==> src/iscr_consts.svh <==
// Overview of operation
// Page A upper byte holds gain scale
// Page B bit 13 holds range select
// Page B bits 12:8 hold offset trim
// Trim decodes in 0.1 A two-sided steps
// Low byte holds per-channel output limit
// Only word reads and writes are served
// Page 00h channel A, 01h channel B
// Shunt selector in bits 15:14, page 0
// Host selects page 0 for shunt word
// Bits 12:0 are writable factory trim
// Reported gain scales as scale over 50
// Selector 11b, range 0 gives 0.5 mOhm
// Telemetry uses the configured values
// Range and selector pick eight gains
// Host keeps gain scale at most 64d
// Read-only bits ignore writes, read zero
//
// Purpose: offsets, fields, reset values of the input sense calibration bank
// Assumes: command codes arrive already decoded by the bus target engine
// Notes:   definitions only
`ifndef ISCR_CONSTS_SVH
`define ISCR_CONSTS_SVH

`define ISCR_CMD_SENSE_LIMIT   8'hDA
`define ISCR_CMD_SHUNT_GAIN    8'hDC
`define ISCR_PAGE_A            8'h00
`define ISCR_PAGE_B            8'h01

`define ISCR_SCALE_MSB         15
`define ISCR_SCALE_LSB         8
`define ISCR_RANGE_BIT         13
`define ISCR_TRIM_MSB          12
`define ISCR_TRIM_LSB          8
`define ISCR_LIMIT_MSB         7
`define ISCR_LIMIT_LSB         0
`define ISCR_SHUNT_MSB         15
`define ISCR_SHUNT_LSB         14
`define ISCR_FTRIM_MSB         12
`define ISCR_FTRIM_LSB         0

`define ISCR_MASK_PAGE_A       16'hFFFF
`define ISCR_MASK_PAGE_B       16'h3FFF
`define ISCR_MASK_SHUNT        16'hDFFF

`define ISCR_RST_PAGE_A        16'h3200
`define ISCR_RST_PAGE_B        16'h0000
`define ISCR_RST_SHUNT         16'hC000

`define ISCR_SCALE_NOMINAL     17'h00032
`define ISCR_TRIM_NEG_BIAS     6'h20

`endif

==> src/iscr_pkg.sv <==
// Purpose: shared types of the input sense calibration bank
// Assumes: nothing beyond the constants header
// Notes:   gain codes count in units of 0.05 mOhm
package iscr_pkg;

  typedef enum logic [1:0] {
    ISCR_ACC_IDLE  = 2'b00,
    ISCR_ACC_WRITE = 2'b01,
    ISCR_ACC_READ  = 2'b10,
    ISCR_ACC_BAD   = 2'b11
  } iscr_access_t;

  typedef logic [6:0] iscr_gain_code_t;

endpackage

==> src/iscr_gain_decode.sv <==
// Purpose: turns range, selector and trim code into gain and offset values
// Assumes: inputs come from the register bank on the same clock
// Notes:   purely combinational lookup
`timescale 1ns/100ps
module iscr_gain_decode (
  input  wire logic                    rangeSel,
  input  wire logic [1:0]              shuntSel,
  input  wire logic [4:0]              trimCode,
  output iscr_pkg::iscr_gain_code_t    gainCode,
  output logic signed [5:0]            offsetTenths
);

  // Effective analog gain in 0.05 mOhm steps
  always_comb begin
    case ({rangeSel, shuntSel})
      3'b000:  gainCode = 7'h03;               // 0.15
      3'b001:  gainCode = 7'h05;               // 0.25
      3'b010:  gainCode = 7'h06;               // 0.3
      3'b011:  gainCode = 7'h0A;
      3'b100:  gainCode = 7'h18;               // 1.2
      3'b101:  gainCode = 7'h28;               // 2.0
      3'b110:  gainCode = 7'h30;               // 2.4
      3'b111:  gainCode = 7'h50;               // 4.0
      default: gainCode = 7'h0A;
    endcase
  end

  // Upper half of codes maps to -1.6 A .. -0.1 A
  always_comb begin
    if (trimCode[4]) begin
      offsetTenths = $signed({2'b00, trimCode[3:0]}) - $signed(6'h10);
    end else begin
      offsetTenths = $signed({2'b00, trimCode[3:0]});
    end
  end

endmodule

==> src/iscr_regs.sv <==
// Purpose: paged calibration and output-limit word registers
// Assumes: bus target engine hands over one decoded transaction per pulse
// Notes:   NVM image loads on nvmLoad; reset loads fixed defaults
`timescale 1ns/100ps
`include "iscr_consts.svh"
module iscr_regs (
  input  wire logic                    clk,
  input  wire logic                    sys_rst,
  input  wire logic                    cmdValid,
  input  wire logic [7:0]              cmdCode,
  input  wire logic [7:0]              cmdPage,
  input  wire logic                    cmdIsWord,
  input  wire logic                    cmdWrite,
  input  wire logic [15:0]             cmdWdata,
  output logic                         cmdClaim,
  output logic                         cmdInvalid,
  output logic                         rdValid,
  output logic [15:0]                  rdData,
  input  wire logic                    nvmLoad,
  input  wire logic [15:0]             nvmPageA,
  input  wire logic [15:0]             nvmPageB,
  input  wire logic [15:0]             nvmShunt,
  input  wire logic [15:0]             rawInputCurrent,
  output logic signed [16:0]           inputCurrent,
  output logic [7:0]                   outputLimitA,
  output logic [7:0]                   outputLimitB,
  output iscr_pkg::iscr_gain_code_t    analogGain
);

  logic [15:0]                cfgPageA;
  logic [15:0]                cfgPageB;
  logic [15:0]                shuntPage0;
  logic [15:0]                shuntPage1;
  logic                       hitSense;
  logic                       hitShunt;
  logic                       pageOk;
  iscr_pkg::iscr_access_t     access;
  logic signed [5:0]          offsetTenths;
  logic [15:0]                next_rdData;

  // Keep writable bits of new data, hold the rest at zero
  function automatic logic [15:0] merge(input logic [15:0] data, input logic [15:0] mask);
    merge = data & mask;
  endfunction

  // Write strobe for one copy: accepted write, matching code and page
  function automatic logic wrHit(input iscr_pkg::iscr_access_t kind,
                                 input logic                  hit,
                                 input logic [7:0]            page,
                                 input logic [7:0]            want);
    wrHit = (kind == iscr_pkg::ISCR_ACC_WRITE) && hit && (page == want);
  endfunction

  // Claim the two command codes on any page; pageOk marks the valid pages
  assign hitSense = (cmdCode == `ISCR_CMD_SENSE_LIMIT);
  assign hitShunt = (cmdCode == `ISCR_CMD_SHUNT_GAIN);
  assign pageOk   = (cmdPage == `ISCR_PAGE_A) || (cmdPage == `ISCR_PAGE_B);
  assign cmdClaim = cmdValid && (hitSense || hitShunt);

  // Classify the access
  always_comb begin
    if (!cmdClaim) begin
      access = iscr_pkg::ISCR_ACC_IDLE;
    end else if (!cmdIsWord || !pageOk) begin
      access = iscr_pkg::ISCR_ACC_BAD;
    end else if (cmdWrite) begin
      access = iscr_pkg::ISCR_ACC_WRITE;
    end else begin
      access = iscr_pkg::ISCR_ACC_READ;
    end
  end

  // Channel A copy of the sense/limit word
  always_ff @(posedge clk) begin
    if (sys_rst) begin
      cfgPageA <= `ISCR_RST_PAGE_A;
    end else if (nvmLoad) begin
      cfgPageA <= merge(nvmPageA, `ISCR_MASK_PAGE_A);
    end else if (wrHit(access, hitSense, cmdPage, `ISCR_PAGE_A)) begin
      cfgPageA <= merge(cmdWdata, `ISCR_MASK_PAGE_A);
    end
  end

  // Channel B copy of the sense/limit word
  always_ff @(posedge clk) begin
    if (sys_rst) begin
      cfgPageB <= `ISCR_RST_PAGE_B;
    end else if (nvmLoad) begin
      cfgPageB <= merge(nvmPageB, `ISCR_MASK_PAGE_B);
    end else if (wrHit(access, hitSense, cmdPage, `ISCR_PAGE_B)) begin
      cfgPageB <= merge(cmdWdata, `ISCR_MASK_PAGE_B);
    end
  end

  // Shunt gain word, page 0 copy drives the front end
  always_ff @(posedge clk) begin
    if (sys_rst) begin
      shuntPage0 <= `ISCR_RST_SHUNT;
    end else if (nvmLoad) begin
      shuntPage0 <= merge(nvmShunt, `ISCR_MASK_SHUNT);
    end else if (wrHit(access, hitShunt, cmdPage, `ISCR_PAGE_A)) begin
      shuntPage0 <= merge(cmdWdata, `ISCR_MASK_SHUNT);
    end
  end

  // Page 1 shunt copy is stored but steers nothing
  always_ff @(posedge clk) begin
    if (sys_rst) begin
      shuntPage1 <= `ISCR_RST_SHUNT;
    end else if (wrHit(access, hitShunt, cmdPage, `ISCR_PAGE_B)) begin
      shuntPage1 <= merge(cmdWdata, `ISCR_MASK_SHUNT);
    end
  end

  // Read mux
  always_comb begin
    if (hitShunt) begin
      next_rdData = (cmdPage == `ISCR_PAGE_A) ? shuntPage0 : shuntPage1;
    end else begin
      next_rdData = (cmdPage == `ISCR_PAGE_A) ? cfgPageA : cfgPageB;
    end
  end

  // Read answer and refusal flag, one cycle after the request
  always_ff @(posedge clk) begin
    if (sys_rst) begin
      rdValid    <= 1'b0;
      rdData     <= 16'h0000;
      cmdInvalid <= 1'b0;
    end else begin
      rdValid    <= (access == iscr_pkg::ISCR_ACC_READ);
      cmdInvalid <= (access == iscr_pkg::ISCR_ACC_BAD);
      if (access == iscr_pkg::ISCR_ACC_READ) begin
        rdData <= next_rdData;
      end
    end
  end

  // Gain and offset lookup
  iscr_gain_decode uDecode (
    .rangeSel     (cfgPageB[`ISCR_RANGE_BIT]),
    .shuntSel     (shuntPage0[`ISCR_SHUNT_MSB:`ISCR_SHUNT_LSB]),
    .trimCode     (cfgPageB[`ISCR_TRIM_MSB:`ISCR_TRIM_LSB]),
    .gainCode     (analogGain),
    .offsetTenths (offsetTenths)
  );

  // Scaled input current in 0.1 A units: raw * scale / 50 + offset
  always_ff @(posedge clk) begin
    if (sys_rst) begin
      inputCurrent <= 17'sh00000;
    end else begin
      inputCurrent <= $signed(17'((24'(rawInputCurrent)
                        * 24'(cfgPageA[`ISCR_SCALE_MSB:`ISCR_SCALE_LSB]))
                        / 24'(`ISCR_SCALE_NOMINAL)))
                      + 17'(offsetTenths);
    end
  end

  // Per-channel output limit for output telemetry
  assign outputLimitA = cfgPageA[`ISCR_LIMIT_MSB:`ISCR_LIMIT_LSB];
  assign outputLimitB = cfgPageB[`ISCR_LIMIT_MSB:`ISCR_LIMIT_LSB];

endmodule

==> config.mk <==
export PLATFORM = sky130hd
export DESIGN_NAME = iscr_regs
export DESIGN_NICKNAME = d
export VERILOG_FILES = /design/src/iscr_pkg.sv /design/src/iscr_gain_decode.sv /design/src/iscr_regs.sv
export VERILOG_INCLUDE_DIRS = /design/src
export SDC_FILE = /design/constraint.sdc
export NUM_CORES = 1
export LEC_CHECK = 0
export BUFFER_PORTS_ARGS = -buffer_cell sky130_fd_sc_hd__buf_2
export CORE_MARGIN = 1
export CORE_UTILIZATION = 48
export DETAILED_ROUTE_END_ITERATION = 8
export HOLD_SLACK_MARGIN = 0.03
export PLACE_DENSITY = 0.68
export SLEW_MARGIN = 0
export SYNTH_ARGS = -nofsm -noshare
export SYNTH_HDL_FRONTEND = slang
export SYNTH_HIERARCHICAL = 1
export SYNTH_SLANG_ARGS = --single-unit
==> constraint.sdc <==
create_clock -name clk -period 25.5 [get_ports clk]
set_input_delay 5.1 -clock clk [delete_from_list [all_inputs] [get_ports clk]]
set_output_delay 5.1 -clock clk [all_outputs]
set_load 0.02 [all_outputs]
# Word level (Yosys, flattened, before mapping)
# Memory sizes are Yosys's and may differ from the RTL's.
# Cells that the tools add are included.
# op_classes
n_mul	1
n_addsub	2
reduce_logical	16
muxes	13
div	1
n_eq_ne	6
# ops
op	n
$mux 16	7
$mux 14	2
$div 24x6->24 const B	1
$mul 16x8->24	1
$add 17x6->17	1
$eq 8x8->1 const B	2
$eq 8x1->1 const B	1
$logic_not 8->1	1
$logic_and 1x1->1	7
$mux 2	3
$mux 6	1
$reduce_bool 2->1	3
$sub 4x5->6 const B	1
$eq 2x2->1 const B	2
$logic_or 1x1->1	3
$eq 2x1->1 const B	1
$logic_not 1->1	2
# word_totals
rom_bits	56
wordCells	48
ff_bits	95
memories	1
# memory_table
name	depth	word_bits	read_ports	rd_ports_with_merged_regs	write_ports	line_no	source
(no name shown)	8	7	1	0	0	iscr_gain_decode.sv:15	case ({rangeSel, shuntSel})

# Logic depth before layout (Yosys ltp)
# Gate-level depths: netlist (run 1).
# depth
depth_word	11
ltp_mapped	78
ltp_nobuf	71

# Hierarchy
# The synthesis (run 1) kept the hierarchy.
# by_module_without_submodules
module	area_per_inst_um2	cells_each	instances
iscr_regs	13352.8	1656	1
iscr_gain_decode	113.9	17	1

# Least setup slack after synthesis (run 1)
# OpenSTA, ideal clock, no wires.
# synth_path
kind	input -> register
start	in rawInputCurrent[10]
end	reg inputCurrent[16]
stages	72
setup_time_ps	128
arrival_time_ps	21263
required_time_ps	25372
slack_ps	4110
path_cell_list	and2_1 fa_1 inv_1 fa_1 inv_1 fa_1 inv_1 fa_1 inv_1 ha_1 buf_4 nand4_4 or3_1 o221a_1 o311ai_2 xor2_4 a21o_1 o311ai_4 [... 36 more ...] ha_1 fa_1 a21o_1 a21o_1 a21o_1 a21oi_1 o21bai_1 a21oi_1 o21bai_1 a21oi_1 o21bai_1 a21oi_1 o21bai_1 a21oi_1 o21bai_1 a21oi_1 xnor2_1 nor2_1
# synth_via
elab_chain_len	3
# synth_rtl
element	line_no	source
start: declaration	iscr_regs.sv:23	input wire logic [15:0] rawInputCurrent,
$mul 16x8->24	iscr_regs.sv:153	inputCurrent <= $signed(17'((24'(rawInputCurrent)
$div 24x6->24	iscr_regs.sv:153	
$add 17x6->17	iscr_regs.sv:153	
end signal: assignment	iscr_regs.sv:153	
end: declaration	iscr_regs.sv:24	output logic signed [16:0] inputCurrent,
# Every way passes these cells.
# A chain may end at the register's enable or synchronous reset.

# Worst setup path in the final report (run 1)
# Ends and elaborated chain as after synthesis.

==> metrics.md, run 1 <==
| Metric | Value |
|---|---|
| Most used cell, CP | `a21oi_1` |
| Part of the Yosys area used for sequential elements | `14.1%` |
| P&R area growth vs syn | `8.51%` |
| M1 WL | `16.3 mm` |
| Initial core utilization | `49.4%` |
| WS Path Type | `input port to flip-flop` |
| Core ar. | `27300 um^2` |
| Area contributors post-synth | `dfxtp_1, fa_1, ha_1` |
| Most common cell after layout, fill and taps aside | `nor2_1` |
| Syn Inst Count | `1673` |
| Die W | `169 um` |
| Ys Warns | `6` |
| Fmax | `0.0415 GHz` |
| Status | `complete, no violations` |
| Setup total negative slack | `0 ps` |
| Post-synth EDFFs | `0` |
| H-tree Lvls | `3` |
| Post-synth top area share | `14.1%` |
| Antenna violations before repair | `1` |
| Clk sink count | `95` |
| WP data required | `25710 ps` |
| Measured slew at the worst slew-check pin | `1120 ps` |
| Final nets | `1990` |
| Total wire length | `35.8 mm` |
| Die Y | `169 um` |
| Placed Cells | `2101` |
| Wire length on met2 | `16.8 mm` |
| WL per Instance | `16.9 um` |
| Most frequent cells in the layout | `nor2_1, buf_2, nand2_1` |
| Peak fanout along the critical path | `16` |
| Largest net degree at the start of global routing | `96` |
| CP Capture Type | `flip-flop` |
| Crit path DAT | `24310 ps` |
| Clk_lat worst skew | `360 ps` |
| Final Cycle Share | `94.5%` |
| Number of global-route vias before repair | `12.0k` |
| Clock Pin Slew Worst Setup and Hold Paths | `70 ps` |
| GRT Total Usage | `24.9%` |
| DR vias | `12.6k` |
| Die ar. | `28700 um^2` |
| Post-DP HPWL | `27.6 mm` |
| CP Launch Type | `input port` |
| Syn Nets | `1922` |
| CP max stage cell | `o311ai_0` |
| Total CTS buffers | `9` |
| Layout cells sized above 1 | `15.9%` |
| CTS Root Buffer Type | `clkbuf_16` |
| CTS tree | `done` |
| Max-cap violations | `0` |
| Mapped Area | `13500 um^2` |
| IO Port Bufs | `157` |
| RSZ-0062 raised after global routing | `false` |
| Main synth FF type | `dfxtp_1` |
| Final hold vios | `0` |
| Total grt overflow | `0` |
| Max_slew headroom | `25.1%` |
| Synth cell types | `114` |
| Final setup viols | `0` |
| TritonRoute pass-1 iters | `5` |
| Maximum clock insertion buffer count | `2` |
| Yosys reg bits | `95` |
| Drt via density | `5.96` |
| Pins Over Slew Limit | `0` |
| First-pass GRT wire length | `59.0 mm` |
| Cell accounting for the most synthesized area | `dfxtp_1` |
| I/O pin cnt | `161` |
| Post-synth ARST share | `0%` |
| Synth Area per Inst | `8.05 um^2` |
| Final Wtd Congestion | `0.906` |
| DRC viols | `0` |
| # hold bufs at CTS | `0` |
| Post-layout minimum cycle time | `24100 ps` |
| Final std cells w/o fill | `2120` |
| Max Clock Skew | `16.0 ps` |
| Highest routed metal layer | `met4` |
| Worst hold path type | `flip-flop to flip-flop` |
| Worst stage delay on the critical path | `800 ps` |
| WHS | `455 ps` |
| 1st-iter DRT viols | `786` |
| Antenna-violating nets left | `0` |
| Row cnt | `60` |
| Met3 WL post-DR | `2.27 mm` |
==> stage by stage <==
stage / utilization, % / instance area, um^2 / setup slack (ps)
global route: 53.6 / 14600 / 60.8
global placement: 52.2 / 14200 / 898
CTS: 53.3 / 14500 / 1020
floorplan: - / 13500 / 4110
detailed placement: 52.2 / 14200 / 727
finish: 53.6 / 14600 / 1400
==> final timing paths <==
kind,to,slack [ps],cells past startpoint,start
worst min-delay path,rdData[9]$_SDFFE_PP0P_,460,2,rdData[9]$_SDFFE_PP0P_
worst max register to register,inputCurrent[16]$_SDFF_PP0_,5690,67,cfgPageA[15]$_SDFFE_PP0P_
worst min register to register,rdData[9]$_SDFFE_PP0P_,460,2,rdData[9]$_SDFFE_PP0P_
worst max-delay path,inputCurrent[16]$_SDFF_PP0_,1400,69,rawInputCurrent[10]
==> cell usage after synthesis, drive strengths merged, types with 11 or more instances <==
cell type / number
a2111oi: 11
a211o: 13
a211oi: 19
a21o: 19
a21oi: 137
a31oi: 20
and2: 115
and3: 14
buf: 54
clkbuf: 54
dfxtp: 95
fa: 85
ha: 62
inv: 107
mux2: 12
mux2i: 70
mux4: 13
nand2: 135
nand2b: 11
nand3: 38
nand4: 15
nor2: 175
nor3: 29
nor4: 15
o211a: 17
o211ai: 24
o21a: 11
o21ai: 50
o21bai: 13
o31ai: 11
or2: 11
or3: 13
xnor2: 41
xor2: 19
==> logic make-up after synthesis <==
group | count (synthesis) | synth area share, %
simple gates | 604 | 22.7
compound gates | 451 | 24.7
buf+inv | 216 | 7.10
fa+ha+maj | 152 | 18.8
mux | 95 | 8.41
flops | 95 | 14.1
xor+xnor | 60 | 4.21
==> flip-flops by register name (all words and copies together), names as in the netlist <==
register      count
inputCurrent     17
shuntPage0       15
rdData           16
shuntPage1       15
rdValid           1
cfgPageA         16
cmdInvalid        1
cfgPageB         14
==> what timing repair did <==
item                                    in CTS  in global routing
buffers inserted                             0                  1
endpoints found under the setup margin       0                  4
resized for setup                            0                 11
==> cell type report <==
class,count,area (um^2)
antenna,2,5.00
clock buffer,9,225
clock inverter,7,83.8
fill,2625,12600
inverter,108,405
multi-input combinational,1362,10700
sequential,95,1900
tap,372,465
timing repair buffer,165,846
==> worst max-delay path, delay by kind of cell <==
kind	cells	cell delay, ps
AND/OR/NAND/NOR	12	3170
buffers and inverters	5	350
adder cells (fa/ha/maj)	8	3540
XOR/XNOR	2	490
AO/OA/AOI/OAI	42	11640
==> layer usage <==
metal  track usage, %  up-vias
met5                0        -
met4             5.95        0
met1             33.5     6058
met3             4.50       44
met2             41.4      407
li1                 -     6119
Power of run 1 is left out: the tool's default activity adds up to more than one toggle a clock period on the data nets, which glitch-free logic cannot reach.
==> run 2, diff against run 1 <==
- CORE_MARGIN: 1 -> 2
==> run 2 against run 1 <==
Final area hardly changed. Utilization is 0.90 points lower. Sequential share of layout area hardly changed. Die area is 2.4% higher. Register-to-register slack worse by 160 ps. Flip-flop and latch count stayed put. Via count is 0.13% higher. Count of clock-buffer cells in the layout is 1 higher. Wire length is 0.36% lower. Worst hold slack worse by 2.3 ps.
==> metrics.md, run 2 (synthesis gave the netlist of run 1 again) <==
| Metric | Value |
|---|---|
| Status | `complete, no violations` |
| Min-Delay Startpoint | `rdData[8]$_SDFFE_PP0P_` |
| Total wire length | `35.7 mm` |
| WS Path Type | `input port to flip-flop` |
| Final Cycle Share | `95.2%` |
| Final hold vios | `0` |
| P&R area growth vs syn | `8.47%` |
| H-tree Lvls | `3` |
| WP data required | `25700 ps` |
| Setup total negative slack | `0 ps` |
| Worst hold path type | `flip-flop to flip-flop` |
| WHS | `453 ps` |
| Total CTS buffers | `9` |
| Register-to-register setup slack | `5530 ps` |
| Fmax | `0.0412 GHz` |
| 1st-iter DRT viols | `708` |
| # hold bufs at CTS | `0` |
| Pins Over Slew Limit | `0` |
| Peak fanout along the critical path | `16` |
| DRC viols | `0` |
| Final WS setup | `1240 ps` |
| Worst stage delay on the critical path | `700 ps` |
| Maximum clock insertion buffer count | `2` |
| Post-layout minimum cycle time | `24260 ps` |
| GRT Total Usage | `24.3%` |
| Max-cap violations | `0` |
| Hold endpoint | `rdData[8]$_SDFFE_PP0P_` |
| Max_slew headroom | `28.5%` |
| R2R Path End | `inputCurrent[16]$_SDFF_PP0_` |
| Largest net degree at the start of global routing | `96` |
| Measured slew at the worst slew-check pin | `1070 ps` |
| Crit path DAT | `24470 ps` |
| Clk sink count | `95` |
| Most frequent cells in the layout | `nor2_1, buf_2, nand2_1` |
| Die Y | `171 um` |
| Hold depth | `2` |
| I/O pin cnt | `161` |
| DR vias | `12.6k` |
| Drt via density | `5.94` |
| Number of global-route vias before repair | `12.0k` |
| Worst setup path startpoint | `rawInputCurrent[10]` |
| Antenna violations before repair | `3` |
| RSZ-0062 raised after global routing | `false` |
| CTS tree | `done` |
| Final setup viols | `0` |
| Total grt overflow | `0` |
| WL per Instance | `16.8 um` |
| Most common cell after layout, fill and taps aside | `nor2_1` |
| Top Registers | `inputCurrent x17, cfgPageA x16, rdData x16` |
| Max FFs per register | `17` |
| Core ar. | `27700 um^2` |
| Clk_lat worst skew | `360 ps` |
| Die ar. | `29400 um^2` |
| IO Port Bufs | `157` |
| First-pass GRT wire length | `58.9 mm` |
| Final Wtd Congestion | `0.903` |
| CP Capture Type | `flip-flop` |
| Worst r2r src | `cfgPageA[11]$_SDFFE_PP0P_` |
| Post-DP HPWL | `27.3 mm` |
| Max Clock Skew | `12.6 ps` |
| Antenna Cells | `0` |
| Layout cells sized above 1 | `16.0%` |
| CP Launch Type | `input port` |
| Worst r2r path cells | `67` |
| Antenna-violating nets left | `0` |
| CTS Root Buffer Type | `clkbuf_16` |
| Die W | `171 um` |
| Delay-heaviest family, CP | `compound AO/OA/AOI/OAI gates` |
| CP max stage cell | `or4_1` |
| Clock Pin Slew Worst Setup and Hold Paths | `70 ps` |
| TritonRoute pass-1 iters | `8` |
| Final nets | `1993` |
| Most used cell, CP | `a21oi_1` |
| Worst path bufs/invs | `5` |
| Initial core utilization | `48.6%` |
| Biggest register | `inputCurrent` |
| Row cnt | `61` |
| Place WS | `836 ps` |
run 2: cell types whose count changed in the layout (fill, tap and decap cells not counted), sizes merged:
cell | previous run | this run
buf | 165 | 168
diode | 2 | 0
inv | 111 | 109
clkbuf | 9 | 10
clkinv | 4 | 5
run 2: per-stage QoR:
| stage | cells | area, um^2 | util (%) |
|---|---|---|---|
| after floorplan | 1673 | 13500 | - |
| after global placement | 2108 | 14200 | 51.4 |
| after detailed placement | 2108 | 14200 | 51.4 |
| after CTS | 2124 | 14500 | 52.5 |
| after global routing | 2127 | 14600 | 52.7 |
| final | 2127 | 14600 | 52.7 |
run 2: what timing repair did:
action | CTS | global route
gates resized for setup | 0 | 8
buffers inserted | 0 | 3
endpoints found under the setup margin | 0 | 4
run 2: final cells by class:
cell class,instances,area [um^2]
multi-input cells,1362,10700
fillers,2606,13100
flip-flops and latches,95,1900
well taps,378,473
clock inverters,6,62.6
clock buffers,10,239
inverters,108,405
repair buffers,168,868
run 2: how the worst max path moves through the flow:
| stage | endpoint | cells past startpoint |
|---|---|---|
| 6_report | inputCurrent[16]$_SDFF_PP0_ | 69 |
| 5_1_grt | inputCurrent[16]$_SDFF_PP0_ | 70 |
| 4_1_cts | inputCurrent[16]$_SDFF_PP0_ | 69 |
| 3_5_place_dp | inputCurrent[16]$_SDFF_PP0_ | 69 |
| 3_3_place_gp | inputCurrent[16]$_SDFF_PP0_ | 69 |
| 2_1_floorplan | inputCurrent[16]$_SDFF_PP0_ | 72 |
run 2: per-layer routing:
metal  global-route usage (%)  vias to the layer above  wire (um)
li1                         -                     6140          -
met1                     32.7                     6035      16400
met2                     40.5                      419      16500
met3                     4.86                       45       2370
met4                     4.94                        6        420
met5                        0                        -         44
run 2: worst reg2reg max path: cells and delay by family, from the launching register on:
family,cells,cell delay (ps)
AOI/OAI and AO/OA,40,10680
and+or+nand+nor,14,4150
adders and majority gates,8,3520
DFF,1,710
xor gates and xnor gates,2,590
buffers and inverters,3,150
Power of run 2 is left out for the same reason.
